[src/verilog/pbh_map.svh]
// constants for the power button input handler: times, codes, counts
// assumes a 200 MHz system clock; long counts are scaled by module parameters
`ifndef PBH_MAP_SVH
`define PBH_MAP_SVH

`define PBH_CLK_MHZ 200
`define PBH_US_PER_MS 1000
`define PBH_MS_PER_S 1000
`define PBH_CYC_PER_MS (`PBH_CLK_MHZ * `PBH_US_PER_MS)

`define PBH_DBNC_SHORT_MS 32
`define PBH_DBNC_MID_MS 125
`define PBH_DBNC_LONG_MS 750
`define PBH_DBNC_RISE_MS `PBH_DBNC_SHORT_MS

`define PBH_HOLD_1_S 1
`define PBH_HOLD_2_S 2
`define PBH_HOLD_3_S 3
`define PBH_HOLD_4_S 4
`define PBH_HOLD_8_S 8

`define PBH_LP_00_S 2
`define PBH_LP_01_S 4
`define PBH_LP_10_S 8
`define PBH_LP_11_S 16

`define PBH_DISCHARGE_US 30
`define PBH_DISCHARGE_CYC (`PBH_DISCHARGE_US * `PBH_CLK_MHZ)

`define PBH_CODE_00 2'h0
`define PBH_CODE_01 2'h1
`define PBH_CODE_10 2'h2
`define PBH_CODE_11 2'h3

`define PBH_MODE_LEVEL 1'h0
`define PBH_MODE_EDGE 1'h1

`define PBH_HOLD_MAX_MS 14'h3FFF
`define PBH_FLAGS_NONE 7'h00
`define PBH_DBNC_SEL_RST 2'h0
`define PBH_LP_SEL_RST 2'h0

`endif

[src/verilog/pbh_pkg.sv]
// types shared by the power button input handler modules
// constants live in pbh_map.svh
package pbh_pkg;

   typedef struct packed {
      logic hold_8s_flag;
      logic hold_4s_flag;
      logic hold_3s_flag;
      logic hold_2s_flag;
      logic hold_1s_flag;
      logic release_event_flag;
      logic press_event_flag;
   } pbh_flags_t;

   typedef enum logic [1:0] {
      PBH_SEQ_IDLE = 2'b00,
      PBH_SEQ_PDOWN = 2'b01,
      PBH_SEQ_DISCHARGE = 2'b10
   } pbh_seq_t;

   typedef struct packed {
      logic [31:0] cnt;
      logic tick;
   } pbh_tick_t;

   typedef struct packed {
      logic [2:0] sync;
      logic pin;
      logic deb;
      logic [9:0] dbnc_ms;
      logic [13:0] hold_ms;
      pbh_flags_t flags;
      logic [1:0] dbnc_sel;
      logic [1:0] lp_sel;
      logic otp_load;
      pbh_seq_t seq;
      logic [15:0] dis_cnt;
      logic pon_evt;
      logic turn_off;
      logic pup;
      logic reload;
   } pbh_core_t;

endpackage : pbh_pkg

[src/verilog/pbh_tick.sv]
// millisecond time base for the power button input handler
// runs on the system clock; reset is the already synchronised copy
`timescale 1ns/1ps
`include "pbh_map.svh"
module pbh_tick #(
   parameter int unsigned P_MS_CYC = `PBH_CYC_PER_MS
)(
   input wire logic i_sys_clk,
   input wire logic i_rst_n,
   output logic o_ms_tick
);
   import pbh_pkg::*;

   pbh_tick_t q;
   pbh_tick_t d;

   always_comb
   begin
      d = q;
      d.tick = 1'b0;
      if (q.cnt == 32'(P_MS_CYC - 1))
      begin
         d.cnt = 32'h0;
         d.tick = 1'b1;
      end
      else
      begin
         d.cnt = q.cnt + 32'h1;
      end
   end

   always_ff @(posedge i_sys_clk or negedge i_rst_n)
   begin
      if (!i_rst_n)
      begin
         q <= '0;
      end
      else
      begin
         q <= d;
      end
   end

   assign o_ms_tick = q.tick;

endmodule : pbh_tick

[src/verilog/pbh_top.sv]
// power button input handler: pin sync, debounce, hold timers, long press action
// power sequencer, OTP bits and flag clearing sit outside and reach it by plain ports
`timescale 1ns/1ps
`include "pbh_map.svh"
module pbh_top #(
   parameter int unsigned P_MS_CYC = `PBH_CYC_PER_MS,
   parameter int unsigned P_DISCHARGE_CYC = `PBH_DISCHARGE_CYC
)(
   input wire logic i_sys_clk,
   input wire logic i_reset_n,
   input wire logic i_power_on_input,
   input wire logic i_otp_input_mode_select,
   input wire logic [1:0] i_otp_debounce_default,
   input wire logic [1:0] i_otp_long_press_default,
   input wire logic i_long_press_reset_enable,
   input wire logic i_debounce_select_we,
   input wire logic [1:0] i_debounce_select_wdata,
   input wire logic i_long_press_time_select_we,
   input wire logic [1:0] i_long_press_time_select_wdata,
   input wire pbh_pkg::pbh_flags_t i_flag_clear,
   input wire logic i_system_on,
   input wire logic i_power_down_done,
   output logic o_button_level_sense,
   output logic o_power_on_allow,
   output logic o_power_on_event,
   output pbh_pkg::pbh_flags_t o_flags,
   output logic [1:0] o_debounce_select,
   output logic [1:0] o_long_press_time_select,
   output logic o_power_down_req,
   output logic o_power_up_req,
   output logic o_otp_reload,
   output logic o_turn_off_event,
   output logic o_reset_busy
);
   import pbh_pkg::*;

   // falling debounce length in ms for a select code
   function automatic logic [9:0] dbnc_fall_ms(input logic [1:0] sel);
      logic [9:0] ms;
      ms = 10'(`PBH_DBNC_SHORT_MS);
      unique case (sel)
         `PBH_CODE_00: ms = 10'(`PBH_DBNC_SHORT_MS);
         `PBH_CODE_01: ms = 10'(`PBH_DBNC_SHORT_MS);
         `PBH_CODE_10: ms = 10'(`PBH_DBNC_MID_MS);
         `PBH_CODE_11: ms = 10'(`PBH_DBNC_LONG_MS);
      endcase
      return ms;
   endfunction : dbnc_fall_ms

   // long press time in ms for a select code
   function automatic logic [13:0] lp_ms(input logic [1:0] sel);
      logic [13:0] ms;
      ms = 14'(`PBH_LP_00_S * `PBH_MS_PER_S);
      unique case (sel)
         `PBH_CODE_00: ms = 14'(`PBH_LP_00_S * `PBH_MS_PER_S);
         `PBH_CODE_01: ms = 14'(`PBH_LP_01_S * `PBH_MS_PER_S);
         `PBH_CODE_10: ms = 14'(`PBH_LP_10_S * `PBH_MS_PER_S);
         `PBH_CODE_11: ms = 14'(`PBH_LP_11_S * `PBH_MS_PER_S);
      endcase
      return ms;
   endfunction : lp_ms

   // seconds to a hold count in ms
   function automatic logic [13:0] sec_ms(input int unsigned s);
      return 14'(s * `PBH_MS_PER_S);
   endfunction : sec_ms

   // mode decode shared by the pin filter and the power-on gate
   function automatic logic is_edge_mode(input logic mode);
      return (mode == `PBH_MODE_EDGE);
   endfunction : is_edge_mode

   logic [1:0] rst_sync_q;
   logic rst_n;
   logic ms_tick;
   pbh_core_t q;
   pbh_core_t d;

   // release of reset is synchronised; assertion stays asynchronous
   always_ff @(posedge i_sys_clk or negedge i_reset_n)
   begin
      if (!i_reset_n)
      begin
         rst_sync_q <= 2'h0;
      end
      else
      begin
         rst_sync_q <= {rst_sync_q[0], 1'b1};
      end
   end

   assign rst_n = rst_sync_q[1];

   pbh_tick #(
      .P_MS_CYC(P_MS_CYC)
   ) pbh_tick_inst (
      .i_sys_clk(i_sys_clk),
      .i_rst_n(rst_n),
      .o_ms_tick(ms_tick)
   );

   always_comb
   begin
      logic edge_mode;
      logic fell;
      logic rose;
      logic adv;
      logic [13:0] hold_nxt;
      logic [9:0] thr;
      pbh_flags_t set;
      edge_mode = is_edge_mode(i_otp_input_mode_select);
      fell = 1'b0;
      rose = 1'b0;
      adv = 1'b0;
      hold_nxt = q.hold_ms + 14'h1;
      thr = q.pin ? 10'(`PBH_DBNC_RISE_MS) : dbnc_fall_ms(q.dbnc_sel);
      set = `PBH_FLAGS_NONE;

      d = q;
      d.pon_evt = 1'b0;
      d.turn_off = 1'b0;
      d.pup = 1'b0;
      d.reload = 1'b0;

      // a pin level counts only once the second and third stages agree
      d.sync = {q.sync[1], q.sync[0], i_power_on_input};
      if (q.sync[1] == q.sync[2])
      begin
         d.pin = q.sync[2];
      end

      // OTP defaults land one cycle after reset release or a forced reset
      if (q.otp_load)
      begin
         d.dbnc_sel = i_otp_debounce_default;
         d.lp_sel = i_otp_long_press_default;
         d.otp_load = 1'b0;
      end
      else
      begin
         if (i_debounce_select_we)
         begin
            d.dbnc_sel = i_debounce_select_wdata;
         end
         if (i_long_press_time_select_we)
         begin
            d.lp_sel = i_long_press_time_select_wdata;
         end
      end

      if (!edge_mode)
      begin
         // level mode: no debounce, the filtered level is used as is
         d.deb = q.pin;
         d.dbnc_ms = 10'h0;
         rose = q.pin & ~q.deb;
      end
      else if (q.pin == q.deb)
      begin
         d.dbnc_ms = 10'h0;
      end
      else if (ms_tick)
      begin
         // flips one tick after reaching the time, so the level held longer than it
         if (q.dbnc_ms == thr)
         begin
            d.deb = q.pin;
            d.dbnc_ms = 10'h0;
            fell = ~q.pin;
            rose = q.pin;
         end
         else
         begin
            d.dbnc_ms = q.dbnc_ms + 10'h1;
         end
      end

      // hold timer counts only while the debounced button is pressed
      // saturates, so a stuck button never wraps into a second long press
      if (!edge_mode || q.deb)
      begin
         d.hold_ms = 14'h0;
      end
      else if (ms_tick && q.hold_ms != `PBH_HOLD_MAX_MS)
      begin
         adv = 1'b1;
         d.hold_ms = hold_nxt;
      end

      if (edge_mode && i_system_on)
      begin
         set.press_event_flag = fell;
         set.release_event_flag = rose;
      end
      if (adv)
      begin
         set.hold_1s_flag = (hold_nxt == sec_ms(`PBH_HOLD_1_S));
         set.hold_2s_flag = (hold_nxt == sec_ms(`PBH_HOLD_2_S));
         set.hold_3s_flag = (hold_nxt == sec_ms(`PBH_HOLD_3_S));
         set.hold_4s_flag = (hold_nxt == sec_ms(`PBH_HOLD_4_S));
         set.hold_8s_flag = (hold_nxt == sec_ms(`PBH_HOLD_8_S));
      end
      // a set in the same cycle as its clear wins
      d.flags = (q.flags & ~i_flag_clear) | set;

      // power-on request only matters while the system is off
      if (!i_system_on)
      begin
         d.pon_evt = edge_mode ? fell : rose;
      end

      unique case (q.seq)
         PBH_SEQ_IDLE:
         begin
            d.dis_cnt = 16'h0;
            // equality match: one action per press, none while busy
            if (adv && hold_nxt == lp_ms(q.lp_sel))
            begin
               if (i_long_press_reset_enable)
               begin
                  d.seq = PBH_SEQ_PDOWN;
               end
               else
               begin
                  d.turn_off = 1'b1;
               end
            end
         end
         PBH_SEQ_PDOWN:
         begin
            d.dis_cnt = 16'h0;
            // no timeout: waits as long as the sequencer takes
            if (i_power_down_done)
            begin
               d.seq = PBH_SEQ_DISCHARGE;
            end
         end
         PBH_SEQ_DISCHARGE:
         begin
            if (q.dis_cnt == 16'(P_DISCHARGE_CYC - 1))
            begin
               // supplies have discharged: power back up on OTP defaults
               d.seq = PBH_SEQ_IDLE;
               d.pup = 1'b1;
               d.reload = 1'b1;
               d.otp_load = 1'b1;
               d.dis_cnt = 16'h0;
            end
            else
            begin
               d.dis_cnt = q.dis_cnt + 16'h1;
            end
         end
         default:
         begin
            d.seq = PBH_SEQ_IDLE;
            d.dis_cnt = 16'h0;
         end
      endcase
   end

   always_ff @(posedge i_sys_clk or negedge rst_n)
   begin
      if (!rst_n)
      begin
         // filter starts at released: no false press after reset
         q.sync <= 3'h7;
         q.pin <= 1'b1;
         q.deb <= 1'b1;
         q.dbnc_ms <= 10'h0;
         q.hold_ms <= 14'h0;
         q.flags <= `PBH_FLAGS_NONE;
         q.dbnc_sel <= `PBH_DBNC_SEL_RST;
         q.lp_sel <= `PBH_LP_SEL_RST;
         q.otp_load <= 1'b1;
         q.seq <= PBH_SEQ_IDLE;
         q.dis_cnt <= 16'h0;
         q.pon_evt <= 1'b0;
         q.turn_off <= 1'b0;
         q.pup <= 1'b0;
         q.reload <= 1'b0;
      end
      else
      begin
         q <= d;
      end
   end

   assign o_button_level_sense = ~q.pin;
   // level mode blocks power-up while the pin is low
   assign o_power_on_allow = is_edge_mode(i_otp_input_mode_select) | q.pin;
   assign o_power_on_event = q.pon_evt;
   assign o_flags = q.flags;
   assign o_debounce_select = q.dbnc_sel;
   assign o_long_press_time_select = q.lp_sel;
   assign o_power_down_req = (q.seq == PBH_SEQ_PDOWN);
   assign o_power_up_req = q.pup;
   assign o_otp_reload = q.reload;
   assign o_turn_off_event = q.turn_off;
   assign o_reset_busy = (q.seq != PBH_SEQ_IDLE);

endmodule : pbh_top

[config.mk]
export PLATFORM = sky130hd
export DESIGN_NAME = pbh_top
export DESIGN_NICKNAME = d
export VERILOG_FILES = /design/src/verilog/pbh_pkg.sv /design/src/verilog/pbh_tick.sv /design/src/verilog/pbh_top.sv
export VERILOG_INCLUDE_DIRS = /design/src /design/src/verilog
export SDC_FILE = /design/constraint.sdc
export NUM_CORES = 1
export LEC_CHECK = 0
export ABC_CLOCK_PERIOD_IN_PS = 3750
export BUFFER_PORTS_ARGS = -buffer_cell sky130_fd_sc_hd__buf_2
export CORE_MARGIN = 4
export CORE_UTILIZATION = 60
export DETAILED_ROUTE_END_ITERATION = 6
export PLACE_DENSITY = 0.8
export REMOVE_ABC_BUFFERS = 1
export SLEW_MARGIN = 10
export SYNTH_ARGS = -nofsm -noshare
export SYNTH_HDL_FRONTEND = slang
export SYNTH_SLANG_ARGS = --single-unit
[constraint.sdc]
create_clock -name i_sys_clk -period 3.75 [get_ports i_sys_clk]
set_input_delay 0.5625 -clock i_sys_clk [delete_from_list [all_inputs] [get_ports i_sys_clk]]
set_output_delay 0.5625 -clock i_sys_clk [all_outputs]
set_load 0.01 [all_outputs]
==> flow_metrics.env, run 1 <==
export IMPL_core_region_area_mm2=0.00789
export IMPL_status="finished, final reports clean"
export IMPL_fmaxAchievable_ghz=0.375
export IMPL_clock_tree_root_cell="clkbuf_8"
export IMPL_worst_slew_pin_slew_ns=0.844
export IMPL_timing_critical_path_fanout_max=14
export IMPL_dp_hpwl_mm=7.12
export IMPL_synth_commonest_cells="91 x dfrtp_1, 68 x nor2_1, 46 x nand2_1"
export IMPL_worst_ep_arrival_time_ns=2.89
export IMPL_grt_setup_unrepaired="false"
export IMPL_min_path_cells=1
export IMPL_yosysWarningCount=0
export IMPL_grt_start_max_net_pins=68
export IMPL_floorplan_rows=32
export IMPL_grt_antenna_before_repair=0
export IMPL_setup_viol=0
export IMPL_slew_violations=0
export IMPL_buffer_ports_inserted=42
export IMPL_drtPass1Iterations=4
export IMPL_synth_top_cell_area_share=0.459
export IMPL_cts_max_level=3
export IMPL_layout_nets=570
export IMPL_r2r_worst_path_cells=8
export IMPL_critical_path_top_cell_by_count="nand4_1"
export IMPL_ioPinCount=43
export IMPL_initial_utilization=0.629
export IMPL_synth_yosys_seq_area_share=0.491
export IMPL_fin_tns_setup_ns=0
export IMPL_ctsLongestPathBuffers=2
export IMPL_slowest_stage="o41ai_1"
export IMPL_grt_first_pass_wirelength_mm=16.8
export IMPL_postRouteAntennaNets=0
export IMPL_slowest_delay_ns=0.47
export IMPL_vdd_ir_drop_max_mv=0.187
export IMPL_post_synth_num_cell_types=54
export IMPL_fin_worst_hold_slack_ns=0.308
export IMPL_synth_area_leaders="dfrtp_1 46%, xnor2_1 6.7%, xor2_1 5.3%"
export IMPL_syn_area_mm2=0.00496
export IMPL_setup_worst_path_start_class="flop"
export IMPL_final_wl_mm=9.80
export IMPL_die_area_mm2=0.00979
export IMPL_postCtsResizedCells=0
export IMPL_via_per_inst=5.74
export IMPL_area_delta_synth_final_pct=7.99
export IMPL_hold_path_startpoint="i_power_on_input"
export IMPL_hold_path_end="d[61]$_DFF_PN1_"
export IMPL_clk_insertion_delay_late_ns=0.35
export IMPL_grt_pass1_vias=3698
export IMPL_netlist_instances=508
export IMPL_detail_route_drc_violations=0
export IMPL_worst_endpoint_required_ns=3.98
export IMPL_place_gp_congestion=0.839
export IMPL_cp_num_buf_inv=1
export IMPL_synth_most_common_cell="dfrtp_1"
export IMPL_slew_headroom=0.437
export IMPL_synth_seq_cells=97
export IMPL_diode_count=0
export IMPL_cts_made_buffers=9
export IMPL_tritoncts_clock_tree="done"
export IMPL_number_of_enable_flip_flop_cells_after_synthesis=0
export IMPL_ctsHoldBuffers=1
export IMPL_timing_setup_critical_path_class="reg -> reg"
export IMPL_origin_of_the_worst_setup_path="q[34]$_DFFE_PN0P_"
export IMPL_leakagePower_nw=2.39
export IMPL_path_cells="ha_1 -> nand4_1 -> nor3_1 -> a21boi_0 -> buf_4 -> nor3b_1 -> nand4_1 -> o41ai_1"
export IMPL_floorplan_die_width_um=98.9
export IMPL_drt_initial_drc_count=129
export IMPL_dieHeight_um=98.9
export IMPL_netlist_top_cell_by_area="dfrtp_1"
export IMPL_setup_reg_to_reg_worst_slack_ns=1.09
export IMPL_timing_critical_path_max_delay_family="simple AND/OR/NAND/NOR gates"
export IMPL_finalCritPeriodShare=0.710
export IMPL_post_cts_buffers=0
export IMPL_max_cap_viols=0
export IMPL_path_clk_slew_ns=0.10
export IMPL_crit_path_end_kind="flop"
export IMPL_layout_drive_gt1_share=0.137
export IMPL_route_vias_total=3722
export IMPL_synth_main_ff_cell="dfrtp_1"
export IMPL_finish_utilization=0.679
export IMPL_regToRegStartpoint="q[34]$_DFFE_PN0P_"
export IMPL_pwr_density_cell_mw_per_mm2=333
export IMPL_clock_skew_ns=0.0167
export IMPL_holdCritPathClass="in -> reg"
export IMPL_grt_use_total=0.208
export IMPL_numClockSinks=97
export IMPL_timing_hold_violations_final=0
export IMPL_gr_total_overflow=0
export IMPL_synthArstFlopShare=1.00
export IMPL_worst_r2r_end="o_flags[4]$_DFF_PN0_"
export IMPL_synth_avg_cell_area_um2=9.77
export IMPL_mean_routed_wirelength_per_cell_um=15.1
export IMPL_final_min_clock_period_ns=2.66
==> power breakdown <==
| part | internal [W] | leakage [nW] | switching (W) |
|---|---|---|---|
| clock network | 0.000263 | 0.0822 | 0.000363 |
| registers | 0.00106 | 1.31 | 0.0000255 |
| logic | 0.0000315 | 0.993 | 0.0000442 |
| total | 0.00135 | 2.39 | 0.000432 |
==> how the worst max path moves through the flow <==
stage,depth (start not counted),to
after detailed placement,8,o_flags[4]$_DFF_PN0_
final,8,o_flags[4]$_DFF_PN0_
after global routing,8,o_flags[4]$_DFF_PN0_
after floorplan,0,o_debounce_select[0]$_DFFE_PN0P_
after CTS,8,o_flags[4]$_DFF_PN0_
after global placement,6,q[51]$_DFFE_PN0P_
==> sequential cells by signal, indices dropped and copies added (netlist names) <==
name,flops
q,46
o_debounce_select,2
d,2
pbh_tick_inst.q,32
o_power_up_req,1
o_long_press_time_select,2
o_flags,7
rst_sync_q,2
o_turn_off_event,1
pbh_tick_inst.o_ms_tick,1
o_power_on_event,1
==> per-stage QoR <==
| stage | total power, W | setup slack (ns) | instance area, um^2 | instances |
|---|---|---|---|---|
| 6_report | 0.00179 | 1.09 | 5360 | 648 |
| 5_1_grt | 0.00187 | 0.876 | 5360 | 648 |
| 4_1_cts | 0.00181 | 1.12 | 5360 | 648 |
| 3_5_place_dp | 0.00118 | 1.16 | 5170 | 631 |
| 3_3_place_gp | 0.00118 | 1.29 | 5170 | 631 |
| 2_1_floorplan | 0.00114 | 0.858 | 4800 | 484 |
==> logic make-up after synthesis <==
| family | synth area share |
|---|---|
| AOI/OAI and AO/OA | 0.0711 |
| xor gates and xnor gates | 0.125 |
| adders and majority gates | 0.0146 |
| buffers and inverters | 0.0441 |
| DFF | 0.491 |
| muxes | 0.0121 |
| other | 0.000756 |
| and+or+nand+nor | 0.242 |
==> cells in the final DEF (no fill, tap or decap), types with 5 or more instances in the layout <==
master    instances
xor2_1           30
and3_1           13
clkbuf_8         10
mux2i_1           6
nand2_1          46
nand4_1          17
nand3_1          30
dfrtp_1          90
a21o_1            5
nor4_1           10
nand2b_1          6
ha_1              5
nor3_1           11
inv_1            16
buf_2            42
o21ai_0          19
dfstp_2           6
nor2_1           68
nor3b_1           8
xnor2_1          38
==> per-layer routing <==
| layer | routed length, um | vias to the layer above | global-route usage |
|---|---|---|---|
| li1 | - | 1812 | - |
| met1 | 4400 | 1820 | 0.268 |
| met2 | 4830 | 73 | 0.345 |
| met3 | 415 | 17 | 0.0418 |
| met4 | 149 | 0 | 0.0809 |
| met5 | 0 | - | 0 |
==> worst register-to-register path: cells and delay by family, from the launching register on <==
kind	cells	cell delay (ns)
buffers and inverters	1	0.25
flip-flops	1	0.44
AND/OR/NAND/NOR	4	0.88
AO/OA/AOI/OAI	2	0.69
adder cells (fa/ha/maj)	1	0.27
==> final cells by class <==
| class | count | area (um^2) |
|---|---|---|
| inverters | 16 | 60.1 |
| well taps | 102 | 128 |
| fillers | 624 | 2530 |
| clock buffers | 11 | 141 |
| clock inverters | 5 | 40.0 |
| multi-input cells | 371 | 2310 |
| repair buffers | 46 | 243 |
| flip-flops and latches | 97 | 2440 |
Note: power is estimated with default switching activity, not from simulation.
==> run 2: changes to the inputs <==
Settings changed: ABC_AREA from default to 1, ABC_CLOCK_PERIOD_IN_PS 3750 to 2100, CORE_UTILIZATION 60 to 55, PLACE_DENSITY 0.8 to 0.77.
Clock period 3.75 ns to 2.1 ns, I/O delays scaled along.
==> run 2 against run 1 <==
Net effect: worst setup slack worse by 0.88 ns; critical path depth up 1; highest routed layer unchanged; combinational power up 140%; first-iteration DRC count up 120%; hold slack worse by 0.28 ns; non-clock buffer count up 2.
==> flow_metrics.env, run 2 <==
export IMPL_synth_commonest_cells="157 x nand2_1, 106 x inv_1, 91 x dfrtp_1, 91 x nor2_1, 62 x nand3_1"
export IMPL_setup_reg_to_reg_worst_slack_ns=0.21
export IMPL_number_of_flip_flops_under_the_largest_register_name=46
export IMPL_initial_utilization=0.567
export IMPL_timing_critical_path_fanout_max=10
export IMPL_register_with_the_highest_flop_count="q"
export IMPL_n_fill_cell=887
export IMPL_fmaxAchievable_ghz=0.528
export IMPL_drtPass1Iterations=5
export IMPL_finalCritPeriodShare=0.902
export IMPL_grt_first_pass_wirelength_mm=22.4
export IMPL_synth_seq_cells=97
export IMPL_hold_path_end="d[61]$_DFF_PN1_"
export IMPL_mostFrequentLayoutCells="157 x nand2_1, 106 x inv_1, 91 x nor2_1, 90 x dfrtp_1, 62 x nand3_1"
export IMPL_clk_insertion_delay_late_ns=0.38
export IMPL_post_synth_num_cell_types=39
export IMPL_detail_route_drc_violations=0
export IMPL_grt_pass1_vias=4936
export IMPL_hold_path_startpoint="i_power_on_input"
export IMPL_slew_headroom=0.658
export IMPL_setup_worst_path_start_class="flop"
export IMPL_status="finished, final reports clean"
export IMPL_synth_most_common_cell="nand2_1"
export IMPL_clock_skew_ns=0.0140
export IMPL_grt_setup_unrepaired="false"
export IMPL_synth_yosys_seq_area_share=0.438
export IMPL_final_wl_mm=12.9
export IMPL_setup_viol=0
export IMPL_slowest_stage="dfstp_2"
export IMPL_postRouteAntennaNets=0
export IMPL_tritoncts_clock_tree="done"
export IMPL_post_route_worst_setup_slack_ns=0.206
export IMPL_floorplan_rows=36
export IMPL_place_gp_congestion=0.992
export IMPL_pwr_density_cell_mw_per_mm2=561
export IMPL_post_cts_buffers=0
export IMPL_mean_routed_wirelength_per_cell_um=14.1
export IMPL_numClockSinks=97
export IMPL_ff_latch_area_mm2=0.00244
export IMPL_area_delta_synth_final_pct=9.78
export IMPL_max_cap_viols=0
export IMPL_worst_ep_arrival_time_ns=2.14
export IMPL_core_region_area_mm2=0.00982
export IMPL_path_clk_slew_ns=0.11
export IMPL_number_of_enable_flip_flop_cells_after_synthesis=0
export IMPL_synth_area_leaders="dfrtp_1 41%, nand2_1 11%, inv_1 7.2%"
export IMPL_grt_use_total=0.238
export IMPL_ctsLongestPathBuffers=2
export IMPL_ioPinCount=43
export IMPL_fin_worst_hold_slack_ns=0.0239
export IMPL_synth_avg_cell_area_um2=7.60
export IMPL_layout_commonest_cell="nand2_1"
export IMPL_slew_violations=0
export IMPL_min_path_cells=1
export IMPL_buffer_ports_inserted=42
export IMPL_netlist_instances=732
export IMPL_synthArstFlopShare=1.00
export IMPL_place_ws_ns=0.214
export IMPL_drt_initial_drc_count=289
export IMPL_dieHeight_um=109
export IMPL_timing_hold_violations_final=0
export IMPL_via_per_inst=5.44
export IMPL_final_min_clock_period_ns=1.89
export IMPL_crit_path_end_kind="flop"
export IMPL_timing_setup_critical_path_class="reg -> reg"
export IMPL_timing_critical_path_max_delay_family="compound AO/OA/AOI/OAI gates"
export IMPL_diode_count=0
export IMPL_worst_slew_pin_slew_ns=0.514
export IMPL_holdCritPathClass="in -> reg"
export IMPL_cts_made_buffers=9
export IMPL_yosysWarningCount=0
export IMPL_gr_total_overflow=0
export IMPL_cp_num_buf_inv=2
export IMPL_syn_area_mm2=0.00556
export IMPL_layout_nets=804
export IMPL_layout_drive_gt1_share=0.126
export IMPL_r2r_worst_path_cells=9
export IMPL_synth_top_cell_area_share=0.409
export IMPL_grt_antenna_before_repair=0
export IMPL_worst_endpoint_required_ns=2.34
export IMPL_floorplan_die_width_um=109
export IMPL_path_cells="inv_2 -> nand2_2 -> nor2_2 -> nand2_1 -> o21ai_1 -> inv_1 -> nand4_1 -> o21ai_2 -> o22ai_1"
export IMPL_leakagePower_nw=2.80
export IMPL_die_area_mm2=0.0118
export IMPL_vdd_ir_drop_max_mv=0.373
export IMPL_synth_main_ff_cell="dfrtp_1"
export IMPL_clock_tree_root_cell="clkbuf_8"
export IMPL_cts_max_level=3
export IMPL_multi_input_comb_area_mm2=0.00262
export IMPL_worst_r2r_end="q[53]$_DFFE_PN0P_"
export IMPL_regToRegStartpoint="q[59]$_DFFE_PN1N_"
export IMPL_netlist_top_cell_by_area="dfrtp_1"
export IMPL_grt_start_max_net_pins=40
export IMPL_route_vias_total=4970
export IMPL_slowest_delay_ns=0.61
export IMPL_dp_hpwl_mm=9.81
## run 2: worst max path at each step
stage	slack, ns	end	cells after the start	start
after floorplan	-0.79	o_debounce_select[0]$_DFFE_PN0P_	0	rst_sync_q[1]$_DFF_PN0_
after global placement	0.23	q[42]$_DFFE_PN0P_	7	q[35]$_DFFE_PN0P_
after detailed placement	0.21	o_flags[5]$_DFF_PN0_	8	q[35]$_DFFE_PN0P_
after CTS	0.20	o_flags[5]$_DFF_PN0_	8	q[35]$_DFFE_PN0P_
after global routing	0.01	q[53]$_DFFE_PN0P_	9	q[59]$_DFFE_PN1N_
final	0.21	q[53]$_DFFE_PN0P_	9	q[59]$_DFFE_PN1N_
## run 2: cell families (layout without fill, tap and decap cells)
group	Yosys count	count (layout)	share of synthesized area
buf+inv	124	172	0.0929
compound gates	64	64	0.0654
other cells	1	1	0.000674
fa+ha+maj	6	6	0.0130
xor+xnor	37	37	0.0582
simple gates	403	403	0.332
flops	97	97	0.438
## run 2: layout make-up
| type | instances | area share |
|---|---|---|
| inverters | 108 | 0.0664 |
| multi-input cells | 511 | 0.429 |
| flip-flops and latches | 97 | 0.399 |
| repair buffers | 48 | 0.0442 |
| well taps | 133 | 0.0272 |
| clock inverters | 7 | 0.0137 |
| clock buffers | 9 | 0.0203 |
## run 2: timing repair
action                     4_1_cts  5_1_grt
hold buffers                     1        0
gates resized for setup          0        2
hold endpoints to repair         2        0
setup endpoints to repair        0        4
## run 2: metal layers
| metal | track usage | share of wire |
|---|---|---|
| met1 | 0.309 | 0.45 |
| met2 | 0.399 | 0.48 |
| met3 | 0.0310 | 0.048 |
| met4 | 0.104 | 0.025 |
| met5 | 0 | 0 |
## run 2: where the power goes
group	switching (W)	leakage [nW]	internal, W
clock network	0.000742	0.103	0.000574
registers	0.0000352	1.31	0.00189
logic	0.000118	1.39	0.0000655
## run 2: metrics by stage
stage / total power [W] / TNS, ns / utilization / std cells / instance area, um^2
2_1_floorplan: 0.00205 / -71.11 / - / 716 / 5450
3_3_place_gp: 0.00214 / 0 / 0.599 / 896 / 5880
3_5_place_dp: 0.00214 / 0 / 0.599 / 896 / 5880
4_1_cts: 0.00345 / 0 / 0.621 / 913 / 6100
5_1_grt: 0.00355 / 0 / 0.622 / 913 / 6110
6_report: 0.00342 / 0 / 0.622 / 913 / 6110
